**src/design/msc_cfg.svh**
```systemverilog
// Constants of the measuring sequence control block: timing, register map, fields.
// Assumes a 25 MHz system clock and an APB master with 32-bit data.
`ifndef MSC_CFG_SVH
`define MSC_CFG_SVH

// ----------------------------------------
// Timing
// ----------------------------------------
`define MSC_CLK_HZ 25000000
`define MSC_SEC_S 1
`define MSC_SEC_CYC (`MSC_CLK_HZ * `MSC_SEC_S)
`define MSC_ABORT_MS 500
`define MSC_ABORT_CYC ((`MSC_CLK_HZ / 1000) * `MSC_ABORT_MS)

// ----------------------------------------
// Register byte offsets
// ----------------------------------------
`define MSC_OFS_CTRL 8'h00
`define MSC_OFS_EDIT 8'h04
`define MSC_OFS_STAT 8'h08
`define MSC_OFS_FEAT 8'h0C
`define MSC_OFS_SAVED 8'h10
`define MSC_OFS_TIMES 8'h14

// ----------------------------------------
// Field positions
// ----------------------------------------
`define MSC_CTRL_AUTO_BIT 0
`define MSC_CTRL_FUNC_LSB 4
`define MSC_EDIT_TGT_LSB 12
`define MSC_TIMES_PAUSE_LSB 10
`define MSC_TIMES_DELAY_LSB 20

// ----------------------------------------
// Function codes and edit targets
// ----------------------------------------
`define MSC_FN_PLAIN 3'h0
`define MSC_FN_MAX 3'h1
`define MSC_FN_MIN 3'h2
`define MSC_FN_SUM 3'h3
`define MSC_FN_DIFF 3'h4
`define MSC_FN_MEAN 3'h5
`define MSC_TGT_MODE 3'h0
`define MSC_TGT_FUNC 3'h1
`define MSC_TGT_TIMER 3'h2
`define MSC_TGT_PAUSE 3'h3
`define MSC_TGT_DELAY 3'h4

// ----------------------------------------
// Reset values and mean shift
// ----------------------------------------
`define MSC_RST_AUTO 1'h0
`define MSC_RST_FUNC 3'h0
`define MSC_RST_SECS 10'h000
`define MSC_MEAN_SHIFT 3

`endif

```
**src/design/msc_pkg.sv**
```systemverilog
// Types shared by the measuring sequence control block.
// Assumes the constants header is on the include path.
package msc_pkg;

  typedef struct packed {
    logic psel;
    logic penable;
    logic pwrite;
    logic [7:0] paddr;
    logic [31:0] pwdata;
  } msc_apb_req_t;

  typedef struct packed {
    logic [31:0] prdata;
    logic pready;
    logic pslverr;
  } msc_apb_rsp_t;

  typedef struct packed {
    logic start;
    logic menu;
    logic data;
    logic ref_key;
  } msc_keys_t;

  typedef enum logic [2:0] {ST_IDLE, ST_WAIT, ST_MEAS, ST_PAUSE, ST_ABORT, ST_MENU} msc_state_t;
  typedef enum logic [2:0] {DW_STD, DW_WAIT, DW_MEASURE, DW_PAUSE, DW_ABORT, DW_MENU} msc_disp_t;
  typedef enum logic [1:0] {ED_NONE, ED_EDITING, ED_FLASH} msc_edit_t;

endpackage

```
**src/design/msc_top.sv**
```systemverilog
// Measuring sequence control: manual and automatic runs, settings editor, APB registers.
// Assumes key pins are asynchronous, samples arrive on clk_sys with meas_valid.
//
// Behaviour
// - Manual: start begins measuring; later start clears max, min and mean.
// - Automatic: start begins measuring; second start ends it and shows result.
// - Automatic with nonzero period: measurement ends itself when period elapses.
// - With a pause configured, next measurement starts after the pause elapses.
// - Start during the measure and pause series terminates the whole series.
// - Mode marker shown while an automatic measurement runs.
// - Setting commits on second start while flashing; data or ref returns to editing.
// - Measurement period held in whole seconds, entered as decimal digits.
// - Pause period held as a seconds setting.
// - Automatic mode shows measure word while measuring, pause word while pausing.
// - Operator termination of a series by start briefly shows an abort word.
// - Feature computed from max, min, sum, difference, mean or plain; continuously in manual mode only.
// - Plain function in manual mode shows the current value while idle or measuring.
// - Manual maximum changes only on a larger value or a restart.
// - Manual minimum changes only on a smaller value or a restart.
// - Manual sum, difference, mean update continuously; start saves and restarts.
// - Automatic result computed at period end and held through the pause.
// - Automatic plain function shows the last measured value at period end.
// - Series continues until start or until the menu key opens the menu.
// - Start delay in seconds postpones measuring; wait word shown meanwhile.
// - Menu entry refused while a measurement runs; in automatic mode start ends it first.
`timescale 1ns/1ps
`include "msc_cfg.svh"

module msc_top #(
  parameter int SEC_CYC = `MSC_SEC_CYC,
  parameter int ABORT_CYC = `MSC_ABORT_CYC
) (
  input wire logic clk_sys,
  input wire logic rst,
  input wire msc_pkg::msc_apb_req_t apb_req,
  output msc_pkg::msc_apb_rsp_t apb_rsp,
  input wire msc_pkg::msc_keys_t keys_raw,
  input wire logic meas_valid,
  input wire logic signed [15:0] meas_value,
  output logic signed [17:0] feature_value,
  output logic signed [17:0] saved_value,
  output msc_pkg::msc_disp_t disp_word,
  output logic mode_marker,
  output logic accum_clear
);
  import msc_pkg::*;

  // ----------------------------------------
  // State
  // ----------------------------------------
  typedef struct packed {
    msc_keys_t keys_s1;
    msc_keys_t keys_s2;
    msc_keys_t keys_s3;
    msc_state_t st;
    msc_disp_t disp;
    logic auto_mode;
    logic [2:0] func;
    logic [9:0] timer_s;
    logic [9:0] pause_s;
    logic [9:0] delay_s;
    msc_edit_t edit;
    logic [2:0] edit_tgt;
    logic [11:0] edit_val;
    logic [24:0] tick_cnt;
    logic [9:0] sec_cnt;
    logic acc_any;
    logic signed [15:0] acc_max;
    logic signed [15:0] acc_min;
    logic signed [15:0] acc_mean;
    logic signed [15:0] last_val;
    logic signed [17:0] feature;
    logic signed [17:0] saved;
    logic marker;
    logic clr_pulse;
    msc_apb_rsp_t rsp;
  } msc_regs_t;

  msc_regs_t q, n;
  logic pr_start, pr_menu, pr_back;

  // Pressed edges look only at the second and third stages
  assign pr_start = q.keys_s2.start & ~q.keys_s3.start;
  assign pr_menu = q.keys_s2.menu & ~q.keys_s3.menu;
  assign pr_back = (q.keys_s2.data & ~q.keys_s3.data) | (q.keys_s2.ref_key & ~q.keys_s3.ref_key);

  function automatic logic [9:0] bcd_secs(input logic [11:0] v);
    logic [13:0] s;
    s = 14'(v[11:8]) * 14'h0064 + 14'(v[7:4]) * 14'h000A + 14'(v[3:0]);
    return s[9:0];
  endfunction

  function automatic logic signed [17:0] feat_of(input msc_regs_t r);
    logic signed [17:0] f;
    f = 18'(r.last_val);
    unique case (r.func)
      `MSC_FN_MAX: f = 18'(r.acc_max);
      `MSC_FN_MIN: f = 18'(r.acc_min);
      `MSC_FN_SUM: f = 18'(r.acc_max) + 18'(r.acc_min);
      `MSC_FN_DIFF: f = 18'(r.acc_max) - 18'(r.acc_min);
      `MSC_FN_MEAN: f = 18'(r.acc_mean);
      default: f = 18'(r.last_val);
    endcase
    return f;
  endfunction

  // ----------------------------------------
  // Next state
  // ----------------------------------------
  always_comb begin
    logic clr;
    logic enter;
    logic access;
    logic sec_tick;
    logic signed [16:0] dm;
    clr = 1'b0;
    enter = 1'b0;
    access = apb_req.psel & apb_req.penable;
    sec_tick = (q.tick_cnt == 25'(SEC_CYC - 1));
    dm = 17'sh00000;
    n = q;
    n.keys_s1 = keys_raw;
    n.keys_s2 = q.keys_s1;
    n.keys_s3 = q.keys_s2;
    n.clr_pulse = 1'b0;
    n.tick_cnt = sec_tick ? 25'h0000000 : q.tick_cnt + 25'h0000001;
    n.sec_cnt = sec_tick ? q.sec_cnt + 10'h001 : q.sec_cnt;

    unique case (q.st)
      ST_IDLE: begin
        if (pr_menu) begin
          n.st = ST_MENU;
          enter = 1'b1;
        end else if (pr_start) begin
          n.st = (q.delay_s != `MSC_RST_SECS) ? ST_WAIT : ST_MEAS;
          clr = 1'b1;
          enter = 1'b1;
        end
      end
      ST_WAIT: begin
        if (pr_start) begin
          n.st = ST_IDLE;
          enter = 1'b1;
        end else if (q.sec_cnt >= q.delay_s) begin
          n.st = ST_MEAS;
          clr = 1'b1;
          enter = 1'b1;
        end
      end
      ST_MEAS: begin
        if (pr_start && !q.auto_mode) begin
          n.saved = feat_of(q);
          clr = 1'b1;
          enter = 1'b1;
        end else if (pr_start) begin
          n.feature = feat_of(q);
          n.st = (q.pause_s != `MSC_RST_SECS) ? ST_ABORT : ST_IDLE;
          enter = 1'b1;
        end else if (q.auto_mode && q.timer_s != `MSC_RST_SECS && q.sec_cnt >= q.timer_s) begin
          n.feature = feat_of(q);
          n.st = (q.pause_s != `MSC_RST_SECS) ? ST_PAUSE : ST_IDLE;
          enter = 1'b1;
        end
      end
      ST_PAUSE: begin
        // start or menu end the series
        if (pr_start) begin
          n.st = ST_ABORT;
          enter = 1'b1;
        end else if (pr_menu) begin
          n.st = ST_MENU;
          enter = 1'b1;
        end else if (q.sec_cnt >= q.pause_s) begin
          n.st = ST_MEAS;
          clr = 1'b1;
          enter = 1'b1;
        end
      end
      ST_ABORT: begin
        n.tick_cnt = q.tick_cnt + 25'h0000001;
        if (q.tick_cnt >= 25'(ABORT_CYC - 1)) begin
          n.st = ST_IDLE;
          enter = 1'b1;
        end
      end
      ST_MENU: begin
        if (pr_start && q.edit == ED_EDITING) begin
          n.edit = ED_FLASH;
        end else if (pr_start && q.edit == ED_FLASH) begin
          n.edit = ED_NONE;
          unique case (q.edit_tgt)
            `MSC_TGT_MODE: n.auto_mode = q.edit_val[0];
            `MSC_TGT_FUNC: n.func = q.edit_val[2:0];
            `MSC_TGT_TIMER: n.timer_s = bcd_secs(q.edit_val);
            `MSC_TGT_PAUSE: n.pause_s = bcd_secs(q.edit_val);
            `MSC_TGT_DELAY: n.delay_s = bcd_secs(q.edit_val);
            default: n.edit = ED_NONE;
          endcase
        end else if (pr_back && q.edit == ED_FLASH) begin
          n.edit = ED_EDITING;
        end else if (pr_start) begin
          n.st = ST_IDLE;
          enter = 1'b1;
        end
      end
      default: begin
        n.st = ST_IDLE;
        enter = 1'b1;
      end
    endcase

    if (enter) begin
      n.tick_cnt = 25'h0000000;
      n.sec_cnt = 10'h000;
    end

    // Samples only accumulate while measuring; a clear drops the sample of that cycle
    if (meas_valid) begin
      n.last_val = meas_value;
    end
    if (clr) begin
      n.acc_any = 1'b0;
      n.clr_pulse = 1'b1;
    end else if (meas_valid && q.st == ST_MEAS) begin
      n.acc_any = 1'b1;
      if (!q.acc_any) begin
        n.acc_max = meas_value;
        n.acc_min = meas_value;
        n.acc_mean = meas_value;
      end else begin
        if (meas_value > q.acc_max) begin
          n.acc_max = meas_value;
        end
        if (meas_value < q.acc_min) begin
          n.acc_min = meas_value;
        end
        // Running mean by shift; avoids a divider at the cost of exactness
        dm = 17'(meas_value) - 17'(q.acc_mean);
        n.acc_mean = q.acc_mean + 16'(dm >>> `MSC_MEAN_SHIFT);
      end
    end

    if (!q.auto_mode && (q.st == ST_MEAS || q.st == ST_IDLE)) begin
      n.feature = (q.func == `MSC_FN_PLAIN || !q.acc_any) ? 18'(q.last_val) : feat_of(q);
    end

    unique case (n.st)
      ST_WAIT: n.disp = DW_WAIT;
      ST_MEAS: n.disp = n.auto_mode ? DW_MEASURE : DW_STD;
      ST_PAUSE: n.disp = DW_PAUSE;
      ST_ABORT: n.disp = DW_ABORT;
      ST_MENU: n.disp = DW_MENU;
      default: n.disp = DW_STD;
    endcase
    n.marker = n.auto_mode && n.st == ST_MEAS;

    // ----------------------------------------
    // APB slave, one wait state
    // ----------------------------------------
    n.rsp.pready = access & ~q.rsp.pready;
    if (access && !q.rsp.pready) begin
      n.rsp.pslverr = 1'b0;
      n.rsp.prdata = 32'h00000000;
      unique case (apb_req.paddr)
        `MSC_OFS_CTRL: begin
          n.rsp.prdata[`MSC_CTRL_AUTO_BIT] = q.auto_mode;
          n.rsp.prdata[`MSC_CTRL_FUNC_LSB +: 3] = q.func;
        end
        `MSC_OFS_EDIT: n.rsp.prdata = {15'h0000, q.edit, q.edit_tgt, q.edit_val};
        `MSC_OFS_STAT: n.rsp.prdata = {22'h000000, q.marker, q.acc_any, q.disp, 2'h0, q.st};
        `MSC_OFS_FEAT: n.rsp.prdata = 32'(q.feature);
        `MSC_OFS_SAVED: n.rsp.prdata = 32'(q.saved);
        `MSC_OFS_TIMES: n.rsp.prdata = {2'h0, q.delay_s, q.pause_s, q.timer_s};
        default: n.rsp.pslverr = 1'b1;
      endcase
    end else if (!access) begin
      n.rsp.pslverr = 1'b0;
    end
    if (access && q.rsp.pready && apb_req.pwrite && apb_req.paddr == `MSC_OFS_EDIT) begin
      n.edit = ED_EDITING;
      n.edit_tgt = apb_req.pwdata[`MSC_EDIT_TGT_LSB +: 3];
      n.edit_val = apb_req.pwdata[11:0];
    end
  end

  always_ff @(posedge clk_sys) begin
    if (rst) begin
      q <= '0;
      q.st <= ST_IDLE;
      q.disp <= DW_STD;
      q.edit <= ED_NONE;
      q.auto_mode <= `MSC_RST_AUTO;
      q.func <= `MSC_RST_FUNC;
    end else begin
      q <= n;
    end
  end

  assign apb_rsp = q.rsp;
  assign feature_value = q.feature;
  assign saved_value = q.saved;
  assign disp_word = q.disp;
  assign mode_marker = q.marker;
  assign accum_clear = q.clr_pulse;
endmodule // msc_top

```
**config.mk**
```make
export PLATFORM = sky130hd
export DESIGN_NAME = msc_top
export DESIGN_NICKNAME = d
export VERILOG_FILES = /design/src/design/msc_pkg.sv /design/src/design/msc_top.sv
export VERILOG_INCLUDE_DIRS = /design/src /design/src/design
export SDC_FILE = /design/constraint.sdc
export NUM_CORES = 1
export LEC_CHECK = 0
export BUFFER_PORTS_ARGS = -buffer_cell sky130_fd_sc_hd__buf_2
export CORE_UTILIZATION = 61
export DETAILED_ROUTE_END_ITERATION = 8
export GPL_ROUTABILITY_DRIVEN = 1
export MAX_ROUTING_LAYER = met4
export PLACE_DENSITY = 0.82
export SYNTH_ARGS = -nofsm -noshare
export SYNTH_HDL_FRONTEND = slang
export SYNTH_SLANG_ARGS = --single-unit
```
**constraint.sdc**
```tcl
create_clock -name clk_sys -period 5.25 [get_ports clk_sys]
set_clock_uncertainty 0.1 [all_clocks]
set_input_delay 0.525 -clock clk_sys [delete_from_list [all_inputs] [get_ports clk_sys]]
set_output_delay 0.525 -clock clk_sys [all_outputs]
set_load 0.01 [all_outputs]
```
**Word-level counts from Yosys, hierarchy flattened**

Index checks and enable logic that the tools add are counted.

- Add/sub/neg operators: 8
- Bitwise logic cells: 14
- Mux-type cells: 75
- Eq/ne operators: 31
- Magnitude comparators: 6
- $mul: 2
- Reductions and logical operators: 45

Operators by type and width:

| cell | number |
|---|---|
| 25-bit one-hot mux with 5 select lines | 1 |
| 18-bit 2-to-1 mux | 6 |
| 18-bit one-hot mux with 5 select lines | 1 |
| 36-bit 2-to-1 mux | 2 |
| 34-bit 2-to-1 mux | 2 |
| 3-bit 2-to-1 mux | 17 |
| 25-bit 2-to-1 mux | 2 |
| 16-bit 2-to-1 mux | 3 |
| 48-bit 2-to-1 mux | 1 |
| 3-bit one-hot mux with 6 select lines | 2 |
| 16-bit by 16-bit subtractor with 17-bit output | 2 |
| 10-bit greater-or-equal comparator | 3 |
| 10-bit 2-to-1 mux | 3 |
| 3-bit one-hot mux with 5 select lines | 2 |
| 10-bit nonzero test | 3 |
| 25-bit by 1-bit adder with 25-bit output (second input constant) | 1 |
| 25-bit equality test (second input constant) | 1 |
| 25-bit by 24-bit greater-or-equal comparator with 1-bit output (second input constant) | 1 |
| 3-bit by 2-bit equality test with 1-bit output (second input constant) | 8 |
| 1-bit 2-to-1 mux | 24 |
| 3-bit equality test (second input constant) | 7 |
| 16-bit by 16-bit adder with 17-bit output | 1 |
| 16-bit by 14-bit adder with 16-bit output | 1 |
| 8-bit by 4-bit equality test with 1-bit output (second input constant) | 2 |
| other kinds (32) | 85 |

- Input bits: 66
- Output and inout bits: 75
- Word-level logic and storage cells: 218
- Register bits: 241

**Logic depth before layout (Yosys ltp)**

Gate-level depths: netlist of the first run.

- Word-level depth: 10
- Gate-level depth with buffers: 20
- Mapped depth without buffers: 20

**Worst setup path before layout of the first run**

OpenSTA, ideal clock, no wires.

- Kind: input to register
- From: input meas_value[2]
- To: register q[103] in the netlist's numbering
- Buffers on the path: 0
- Slack: 1252 ps
- Library setup time: 92 ps
- Data arrival time: 3806 ps
- Data required time: 5058 ps
- Stages on the path: 19
- Path through: ha_1 > a21oi_1 > o21ai_0 > a41oi_1 > a21oi_1 > and2_1 > o21a_1 > nor2_1 > xnor2_1 > ha_1 > o21ai_0 > o31a_1 > o311ai_1 > a21o_1 > a21oi_1 > xor2_1 > a21oi_1 > nor2_1 > nor4_1

- Cells in the longest elaborated chain, start to end: 3

Ends and longest elaborated chain:

| element | RTL line | RTL |
|---|---|---|
| start, declared | msc_top.sv:39 | `input wire logic signed [15:0] meas_value,` |
| 16-bit by 16-bit subtractor with 17-bit output | msc_top.sv:238 | `dm = 17'(meas_value) - 17'(q.acc_mean);` |
| 16-bit by 14-bit adder with 16-bit output | msc_top.sv:239 | `` n.acc_mean = q.acc_mean + 16'(dm >>> `MSC_MEAN_SHIFT); `` |
| 48-bit 2-to-1 mux | msc_top.sv:226 | `if (!q.acc_any) begin` |
| end signal, assigned | msc_top.sv:295 | `q <= n;` |
| end, declared | msc_top.sv:79 | `msc_regs_t q, n;` |

Every way passes these cells.
A chain may end at the register's enable or synchronous reset.

**Worst setup path after layout of the first run**

- From: register q[90] in the netlist's numbering
- To: register q[103] in the netlist's numbering

- Cells in the longest elaborated chain, start to end: 3

Ends and longest elaborated chain:

| element | RTL line |
|---|---|
| 16-bit by 16-bit subtractor with 17-bit output | msc_top.sv:238 |
| 16-bit by 14-bit adder with 16-bit output (*) | msc_top.sv:239 |
| 48-bit 2-to-1 mux (*) | msc_top.sv:226 |

Every way passes the cells marked *; elsewhere a longest branch is shown, timed or not.

==> results_dict.tcl, run 1 <==
set metrics [dict create \
    cp.arrival_ns 4.92 \
    cts_sinks 238 \
    rsz0062_at_grt "no" \
    startpoint "q[90]" \
    outcome "completed" \
    clkPwrFrac 0.428 \
    routed_wirelength_mm 42.36 \
    yosysUniqueCellTypes 72 \
    syn-num-nets 2092 \
    grt_pass1_wl_mm 68.20 \
    period_minus_slack_ns 4.579 \
    rows 57 \
    gp_congestion 0.9833 \
    netlist_instances 1886 \
    critPathMaxFanout 4 \
    antenna_cells 0 \
    synth_edf_count 0 \
    worstSetupStartpointType "flop" \
    leakage_nw 7.182 \
    power.total_mw 4.711 \
    place_ws_ns 0.5131 \
    finalHoldViolCount 0 \
    setup.worst_path.end "q[103]" \
    finalSetupViolCount 0 \
    critPathBufInv 1 \
    setup_ws_ns 0.6714 \
    grt_pass1_vias 13275 \
    crit_type "reg -> reg" \
    max_freq_mhz 218.4 \
    report.final.slew_viol_count 0 \
    seq_area_frac_synth 0.3107 \
    htreeDepth 1 \
    reg2reg_slack_ns 0.67 \
    switching_power_mw 1.281 \
    design.core.area_um2 24460 \
    slew_headroom 0.2093 \
    grt_start_max_net_pins 115 \
    fin_crit_sh 0.8721 \
    worstPathCellList "inv_1 > ha_1 > a21oi_1 > o21ai_0 > a41oi_1 > a21oi_1 > and2_1 > o21a_1 > nor2_1 > xnor2_1 > ha_1 > o21ai_0 > o31a_1 > o311ai_1 > a21o_1 > a21oi_1 > xor2_1 > a21oi_1 > nor2_1 > nor4_1" \
    port_buffers 123 \
    synth_async_sr_flop_share 0 \
    cts_hold_buf 0 \
    initial_core_util 0.6270 \
    grt-ovfl-total 0 \
    antenna_found_initial 0 \
    drtPass1Iterations 7 \
    p_seq_frac 0.404 \
    fin_setup_tns_ns 0 \
    worstSetupPathDepth 20 \
    drcViolationCount 0 \
    postCtsSetupBuffers 0 \
    swShare 0.2719 \
    ios 141 \
    r2r_end "q[103]" \
    r2r-start "q[90]" \
    clk-insertion-delay-late_ns 0.54 \
    yosysWarnings 0 \
    crit_top_cell "a21oi_1" \
    vias_per_cell 6.205 \
    synth_flop_cell "dfxtp_1" \
    power.density_nw_per_um2 284.8 \
    intPower_mw 3.430 \
    grtUsageTotal 0.3367 \
    netlist_area_um2 15340 \
    mostFrequentLayoutCell "nor2_1" \
    max_stage_delay_ns 0.45 \
    cts_resized 0 \
    synth-seq-cells 238 \
    drive_gt1_frac 0.1152 \
    synth_area_per_cell_um2 8.132 \
    final_cell_mix "nor2_1 (256), dfxtp_1 (238), a21oi_1 (165)" \
    tightest_slew_ns 1.168 \
    end_kind "flop" \
    ctsLongestPathBuffers 3 \
    cp_top_family "compound AO/OA/AOI/OAI gates" \
    maxCapViolCount 0 \
    cts_made_buffers 26 \
    power_frac_comb 0.168 \
    clock-root-buffer "clkbuf_16" \
    ant_nets 0 \
    ir_drop_mv 0.2315 \
    die_w_um 160.6 \
    die_h_um 160.6 \
    tritoncts "yes" \
    via_count 13856 \
    crit_slowest_cell "o311ai_1" \
    required_ns 5.59 \
    dpl.hpwl_mm 30.81 \
    r2r_cells 20 \
    drt_iter0_drc 1397 \
    synthToLayoutAreaGrowth_pct 7.856 \
    worstHoldPathType "in -> reg" \
    fin_nets 2097 \
    path_clk_slew_ns 0.06 \
    die_area_um2 25780 \
    wl_per_cell_um 18.97 \
]
==> final cells by class <==
cell class / instances / area, µm²
inverter: 117 / 439.2
timing repair buffer: 139 / 742.0
multi-input combinational: 1369 / 9245
fill: 1955 / 7920
tap: 324 / 405.4
clock buffer: 34 / 752.0
clock inverter: 12 / 193.9
sequential: 238 / 4765
==> cell usage after synthesis, types with 5 or more instances <==
cell type	count	area [µm²]
a211o_1	8	70.07
a211oi_1	29	217.7
a21o_1	28	210.2
a21oi_1	165	825.8
a221oi_1	22	192.7
a22oi_1	22	165.2
a31oi_1	15	93.84
and2_1	9	56.30
and3_1	12	75.07
buf_1	12	45.04
buf_4	73	548.0
clkbuf_1	71	266.5
dfxtp_1	238	4765
fa_1	7	140.1
ha_1	133	1664
inv_1	116	435.4
mux2_2	19	214.0
mux2i_1	92	920.9
nand2_1	145	544.3
nand2b_1	17	106.4
nand3_1	29	145.1
nand4_1	19	118.9
nor2_1	256	960.9
nor2b_1	29	181.4
nor3_1	30	150.1
nor4_1	13	81.33
o211ai_1	11	82.58
o21a_1	14	105.1
o21ai_0	63	315.3
o21bai_1	5	37.54
o22ai_1	7	43.79
o31ai_1	6	45.04
or2_2	5	31.28
or3_1	5	31.28
xnor2_1	56	490.5
xor2_1	37	324.1
==> registers in the layout, summed over array words and instances, names as in the netlist <==
register / cells
accum_clear: 1
apb_rsp: 33
disp_word: 3
feature_value: 17
mode_marker: 1
n: 8
q: 158
saved_value: 17
==> power groups by stage <==
stage               clock, mW  combinational (mW)  sequential [mW]
CTS                      2.03               0.780             1.90
finish                   2.02               0.789             1.90
detailed placement          0               0.772             1.94
global placement            0               0.750             1.94
floorplan                   0               0.618             1.92
global route             2.10               0.873             1.91
==> routing by layer <==
layer  vias up  wire length (µm)  track usage
li1       6548                 -            -
met1      6477             16880       0.4000
met2       655             19880       0.5496
met3       176              3146      0.04416
met4         0              2458       0.1900
met5         -                 0            -
==> logic make-up after synthesis <==
logic type / Yosys count / share of synthesized area
mux: 114 / 0.07840
buf+inv: 279 / 0.08745
fa+ha+maj: 140 / 0.1176
simple gates: 585 / 0.1712
xor+xnor: 93 / 0.05311
compound gates: 437 / 0.1815
flops: 238 / 0.3107
==> how the worst min path moves through the flow <==
stage,slack (ns),depth (start not counted),endpoint,start
6_report,0.10,2,n[233],keys_raw[0]
5_1_grt,0.12,2,n[233],keys_raw[0]
4_1_cts,0.1,2,n[233],keys_raw[0]
3_5_place_dp,0.33,1,n[229],n[233]
3_3_place_gp,0.32,1,n[230],n[234]
2_1_floorplan,0.31,1,n[229],n[233]
==> through the flow <==
stage / cells / instance area, µm² / utilization / hold slack, ns
2_1_floorplan: 1886 / 15340 / - / 0.3138
3_3_place_gp: 2187 / 15600 / 0.6376 / 0.3232
3_5_place_dp: 2187 / 15600 / 0.6376 / 0.3287
4_1_cts: 2233 / 16540 / 0.6762 / 0.09512
5_1_grt: 2233 / 16540 / 0.6762 / 0.1171
6_report: 2233 / 16540 / 0.6762 / 0.1030
Power figures use the tool's default switching activity.
==> run 2: changes to the inputs <==
- GPL_ROUTABILITY_DRIVEN: 1 -> 0
- PLACE_DENSITY: 0.82 -> 0.89
==> run 2 against run 1 <==
  * First-iteration DRC count up 8.4%
  * Utilization down 0.47 points
  * Die area unchanged
  * Design area down 0.70%
  * Setup slack worse by 0.043 ns
  * Via count up 1.5%
  * Global-route usage down 0.85 points
  * Highest routed layer unchanged
==> results_dict.tcl, run 2 (synthesis gave the netlist of run 1 again) <==
set metrics [dict create \
    mostFrequentLayoutCell "nor2_1" \
    ant_nets 0 \
    r2r_end "q[103]" \
    wl_per_cell_um 18.79 \
    tritoncts "yes" \
    die_w_um 160.6 \
    path_clk_slew_ns 0.06 \
    postCtsSetupBuffers 0 \
    vias_per_cell 6.309 \
    power.density_nw_per_um2 274.1 \
    report.final.slew_viol_count 0 \
    dp_cells 2186 \
    routed_wirelength_mm 41.90 \
    clock-root-buffer "clkbuf_16" \
    swShare 0.2793 \
    ir_drop_mv 0.2091 \
    rows 57 \
    intPower_mw 3.245 \
    die_area_um2 25780 \
    tightest_slew_ns 1.176 \
    power.total_mw 4.502 \
    whs_ns 0.1244 \
    reg2reg_slack_ns 0.63 \
    grtUsageTotal 0.3282 \
    max_freq_mhz 216.4 \
    r2r-start "q[90]" \
    clk-insertion-delay-late_ns 0.54 \
    clkPwrFrac 0.402 \
    final_area_um2 16430 \
    synthToLayoutAreaGrowth_pct 7.106 \
    worstHoldPathType "in -> reg" \
    setup.worst_path.end "q[103]" \
    outcome "completed" \
    startpoint "q[90]" \
    slew_headroom 0.2159 \
    cts_resized 0 \
    fin_crit_sh 0.8803 \
    required_ns 5.59 \
    r2r_cells 19 \
    cts_hold_buf 0 \
    fin_setup_tns_ns 0 \
    die_h_um 160.6 \
    grt_pass1_vias 13365 \
    via_count 14068 \
    placed_cell_area_um2 15590 \
    port_buffers 123 \
    fin_nets 2095 \
    regMostFlops "q" \
    drtPass1Iterations 6 \
    ios 141 \
    rsz0062_at_grt "no" \
    drt_iter0_drc 1514 \
    leakage_nw 7.129 \
    antenna_cells 0 \
    htreeDepth 1 \
    grt_pass1_wl_mm 66.90 \
    switching_power_mw 1.258 \
    dpl.hpwl_mm 30.44 \
    drcViolationCount 0 \
    design.core.area_um2 24460 \
    final_cells 2230 \
    grt-ovfl-total 0 \
    antenna_found_initial 0 \
    maxCapViolCount 0 \
    p_seq_frac 0.423 \
    cp.arrival_ns 4.96 \
    final_cell_mix "nor2_1 (256), dfxtp_1 (238), a21oi_1 (165)" \
    cts_sinks 238 \
    end_kind "flop" \
    cts_made_buffers 25 \
    initial_core_util 0.6270 \
    crit_type "reg -> reg" \
    finalSetupViolCount 0 \
    power_frac_comb 0.175 \
    period_minus_slack_ns 4.621 \
    largest_register_ffs 158 \
    grt_start_max_net_pins 115 \
    fillers 1836 \
    ctsLongestPathBuffers 3 \
    worstSetupStartpointType "flop" \
    finalHoldViolCount 0 \
    drive_gt1_frac 0.1133 \
    critPathMaxFanout 4 \
]
==> run 2: how the worst min path moves through the flow <==
stage | slack [ns] | to | depth (start not counted) | from
floorplan | 0.31 | n[229] | 1 | n[233]
global placement | 0.33 | n[229] | 1 | n[233]
detailed placement | 0.33 | n[229] | 1 | n[233]
CTS | 0.12 | q[181] | 3 | apb_req[9]
global route | 0.13 | q[181] | 3 | apb_req[9]
finish | 0.12 | q[180] | 3 | apb_req[8]
==> run 2: area by class of cell <==
class / instances / area [µm²] / share of cell area
inverters: 117 / 439.2 / 0.02673
multi-input cells: 1369 / 9245 / 0.5628
flip-flops and latches: 238 / 4765 / 0.2900
well taps: 324 / 405.4 / 0.02468
clock inverters: 9 / 105.1 / 0.006398
repair buffers: 138 / 734.5 / 0.04471
clock buffers: 35 / 733.2 / 0.04463
==> run 2: critical path, stage by stage, from the launching register on <==
cell and delay [ns]:
dfxtp_1 0.39, inv_1 0.07, ha_1 0.29, a21oi_1 0.14, o21ai_0 0.16, a41oi_1 0.44
a21oi_1 0.18, and2_1 0.23, o21a_1 0.20, nor2_1 0.14, xnor2_1 0.09, ha_1 0.30
o21ai_0 0.16, o31a_1 0.36, o311ai_1 0.45, a21o_1 0.19, a21oi_1 0.08, xor2_1 0.24
nor4_1 0.08, nor4_1 0.27
==> run 2: stage by stage <==
stage / worst slack (ns) / util
2_1_floorplan: 1.252 / -
4_1_cts: 0.7160 / 0.6715
3_5_place_dp: 0.4646 / 0.6373
6_report: 0.6286 / 0.6715
5_1_grt: 0.2311 / 0.6715
3_3_place_gp: 0.6467 / 0.6373
==> run 2: metal layers <==
layer,up-vias,part of all wire,GRT usage
met5,-,0,-
met2,772,0.46,0.5297
li1,6530,-,-
met1,6569,0.39,0.3871
met3,197,0.091,0.05424
met4,0,0.058,0.1866
==> run 2: power by group through the flow <==
| stage | clock (mW) | sequential, mW | combinational (mW) |
|---|---|---|---|
| CTS | 1.81 | 1.90 | 0.774 |
| floorplan | 0 | 1.92 | 0.618 |
| global route | 1.88 | 1.91 | 0.868 |
| detailed placement | 0 | 1.94 | 0.769 |
| finish | 1.81 | 1.91 | 0.788 |
| global placement | 0 | 1.94 | 0.738 |
==> run 3: changes to the inputs <==
- CORE_UTILIZATION: 61 -> 35
- CTS_CLUSTER_DIAMETER: not set -> 150
- MAX_ROUTING_LAYER: met4 -> not set
- PLACE_DENSITY: 0.89 -> 0.59
==> run 3 against run 2 <==
  * Non-clock buffer count rose by 5
  * Design area rose by 3.0%
  * Critical path depth up 1
  * Register-to-register slack better by 0.23 ns
  * Setup slack improved by 0.23 ns
  * Cell count up 12%
  * Fmax grew 5.3%
  * Critical path type unchanged
  * Largest cell class unchanged
==> results_dict.tcl, run 3 (synthesis gave the netlist of run 1 again) <==
set metrics [dict create \
    max_freq_mhz 228.0 \
    drive_gt1_frac 0.1185 \
    wl_per_cell_um 18.02 \
    max_stage_delay_ns 0.42 \
    finalSetupViolCount 0 \
    cts_hold_buf 0 \
    cts_resized 0 \
    ios 141 \
    grtUsageTotal 0.1983 \
    tritoncts "yes" \
    grt_pass1_wl_mm 70.05 \
    worstSetupStartpointType "flop" \
    r2r_cells 20 \
    cp.arrival_ns 4.76 \
    die_h_um 211.3 \
    power.density_nw_per_um2 282.3 \
    fin_setup_tns_ns 0 \
    cp_top_family "compound AO/OA/AOI/OAI gates" \
    outcome "completed" \
    synthToLayoutAreaGrowth_pct 10.35 \
    antenna_found_initial 0 \
    clock-root-buffer "clkbuf_16" \
    die_area_um2 44660 \
    maxCapViolCount 0 \
    period_minus_slack_ns 4.387 \
    ir_drop_mv 0.1775 \
    worstHoldPathType "in -> reg" \
    reg2reg_slack_ns 0.86 \
    drcViolationCount 0 \
    cts_sinks 238 \
    required_ns 5.62 \
    mostFrequentLayoutCell "nor2_1" \
    fin_util 0.3920 \
    whs_ns 0.08113 \
    grt_pass1_vias 12631 \
    postCtsSetupBuffers 0 \
    ctsLongestPathBuffers 3 \
    via_count 13434 \
    r2r_end "q[103]" \
    critPathBufInv 1 \
    regMostFlops "q" \
    final_cell_mix "nor2_1 (256), dfxtp_1 (238), a21oi_1 (165)" \
    tightest_slew_ns 1.134 \
    crit_slowest_cell "o311ai_1" \
    hold_end "n[236]" \
    fin_crit_sh 0.8356 \
    finalHoldViolCount 0 \
    drt_iter0_drc 1115 \
    r2r-start "q[90]" \
    htreeDepth 1 \
    dpl.hpwl_mm 33.62 \
    end_kind "flop" \
    die_w_um 211.3 \
    grt-ovfl-total 0 \
    path_clk_slew_ns 0.06 \
    placed_cell_area_um2 15950 \
    ant_nets 0 \
    critPathMaxFanout 4 \
    antenna_cells 0 \
    fin_nets 2103 \
    min_from "keys_raw[3]" \
    clk-insertion-delay-late_ns 0.56 \
    initial_core_util 0.3553 \
    whs_path_depth 2 \
    grt_start_max_net_pins 81 \
    leakage_nw 7.212 \
    crit_type "reg -> reg" \
    drtPass1Iterations 6 \
    port_buffers 123 \
    routed_wirelength_mm 45.04 \
    worstPathCellList "inv_1 > ha_1 > a21oi_1 > o21ai_0 > a41oi_1 > a21oi_1 > and2_1 > o21a_1 > nor2_1 > xnor2_1 > ha_1 > o21ai_0 > o31a_1 > o311ai_1 > a21o_1 > a21oi_1 > xor2_1 > a21oi_1 > nor2_1 > nor4_1" \
    design.core.area_um2 43170 \
    final_area_um2 16930 \
    cts_made_buffers 28 \
    rsz0062_at_grt "no" \
    crit_top_cell "a21oi_1" \
    vias_per_cell 5.374 \
    largest_register_ffs 158 \
    slew_headroom 0.2419 \
    rows 76 \
    report.final.slew_viol_count 0 \
]
run 3: how the worst max path moves through the flow:
| stage | end | slack [ns] | cells after the start | startpoint |
|---|---|---|---|---|
| floorplan | q[103] | 1.25 | 19 | meas_value[2] |
| global placement | q[103] | 0.63 | 20 | meas_value[2] |
| detailed placement | q[103] | 0.60 | 20 | meas_value[2] |
| CTS | q[103] | 0.82 | 20 | q[90] |
| global route | q[103] | 0.50 | 20 | q[90] |
| finish | q[103] | 0.86 | 20 | q[90] |
run 3: per-layer routing:
layer	wire length (µm)	vias to the layer above	track usage
li1	-	6549	-
met1	20350	6408	0.2641
met2	20760	393	0.3286
met4	1232	0	0.06297
met5	0	-	0
met3	2691	84	0.02878
run 3: report_power, final:
| part | internal (mW) | total, mW | switching (mW) | leakage (nW) |
|---|---|---|---|---|
| clock | 1.26 | 2.07 | 0.812 | 0.473 |
| sequential | 1.85 | 1.91 | 0.0567 | 1.93 |
| combinational | 0.332 | 0.798 | 0.466 | 4.81 |
| total | 3.44 | 4.78 | 1.33 | 7.21 |
run 3: layout make-up:
| class | instances | area [µm²] |
|---|---|---|
| tap | 585 | 732.0 |
| timing repair buffer | 143 | 772.0 |
| clock buffer | 31 | 743.2 |
| fill | 4524 | 26250 |
| multi-input combinational | 1369 | 9245 |
| sequential | 238 | 4765 |
| inverter | 117 | 439.2 |
| clock inverter | 17 | 229.0 |
run 3: through the flow:
stage | power (mW) | worst slack (ns) | cells
after floorplan | 2.536 | 1.252 | 1886
after global placement | 2.722 | 0.6289 | 2452
after detailed placement | 2.738 | 0.5954 | 2452
after CTS | 4.809 | 0.8211 | 2500
after global routing | 4.983 | 0.5042 | 2500
final | 4.778 | 0.8631 | 2500
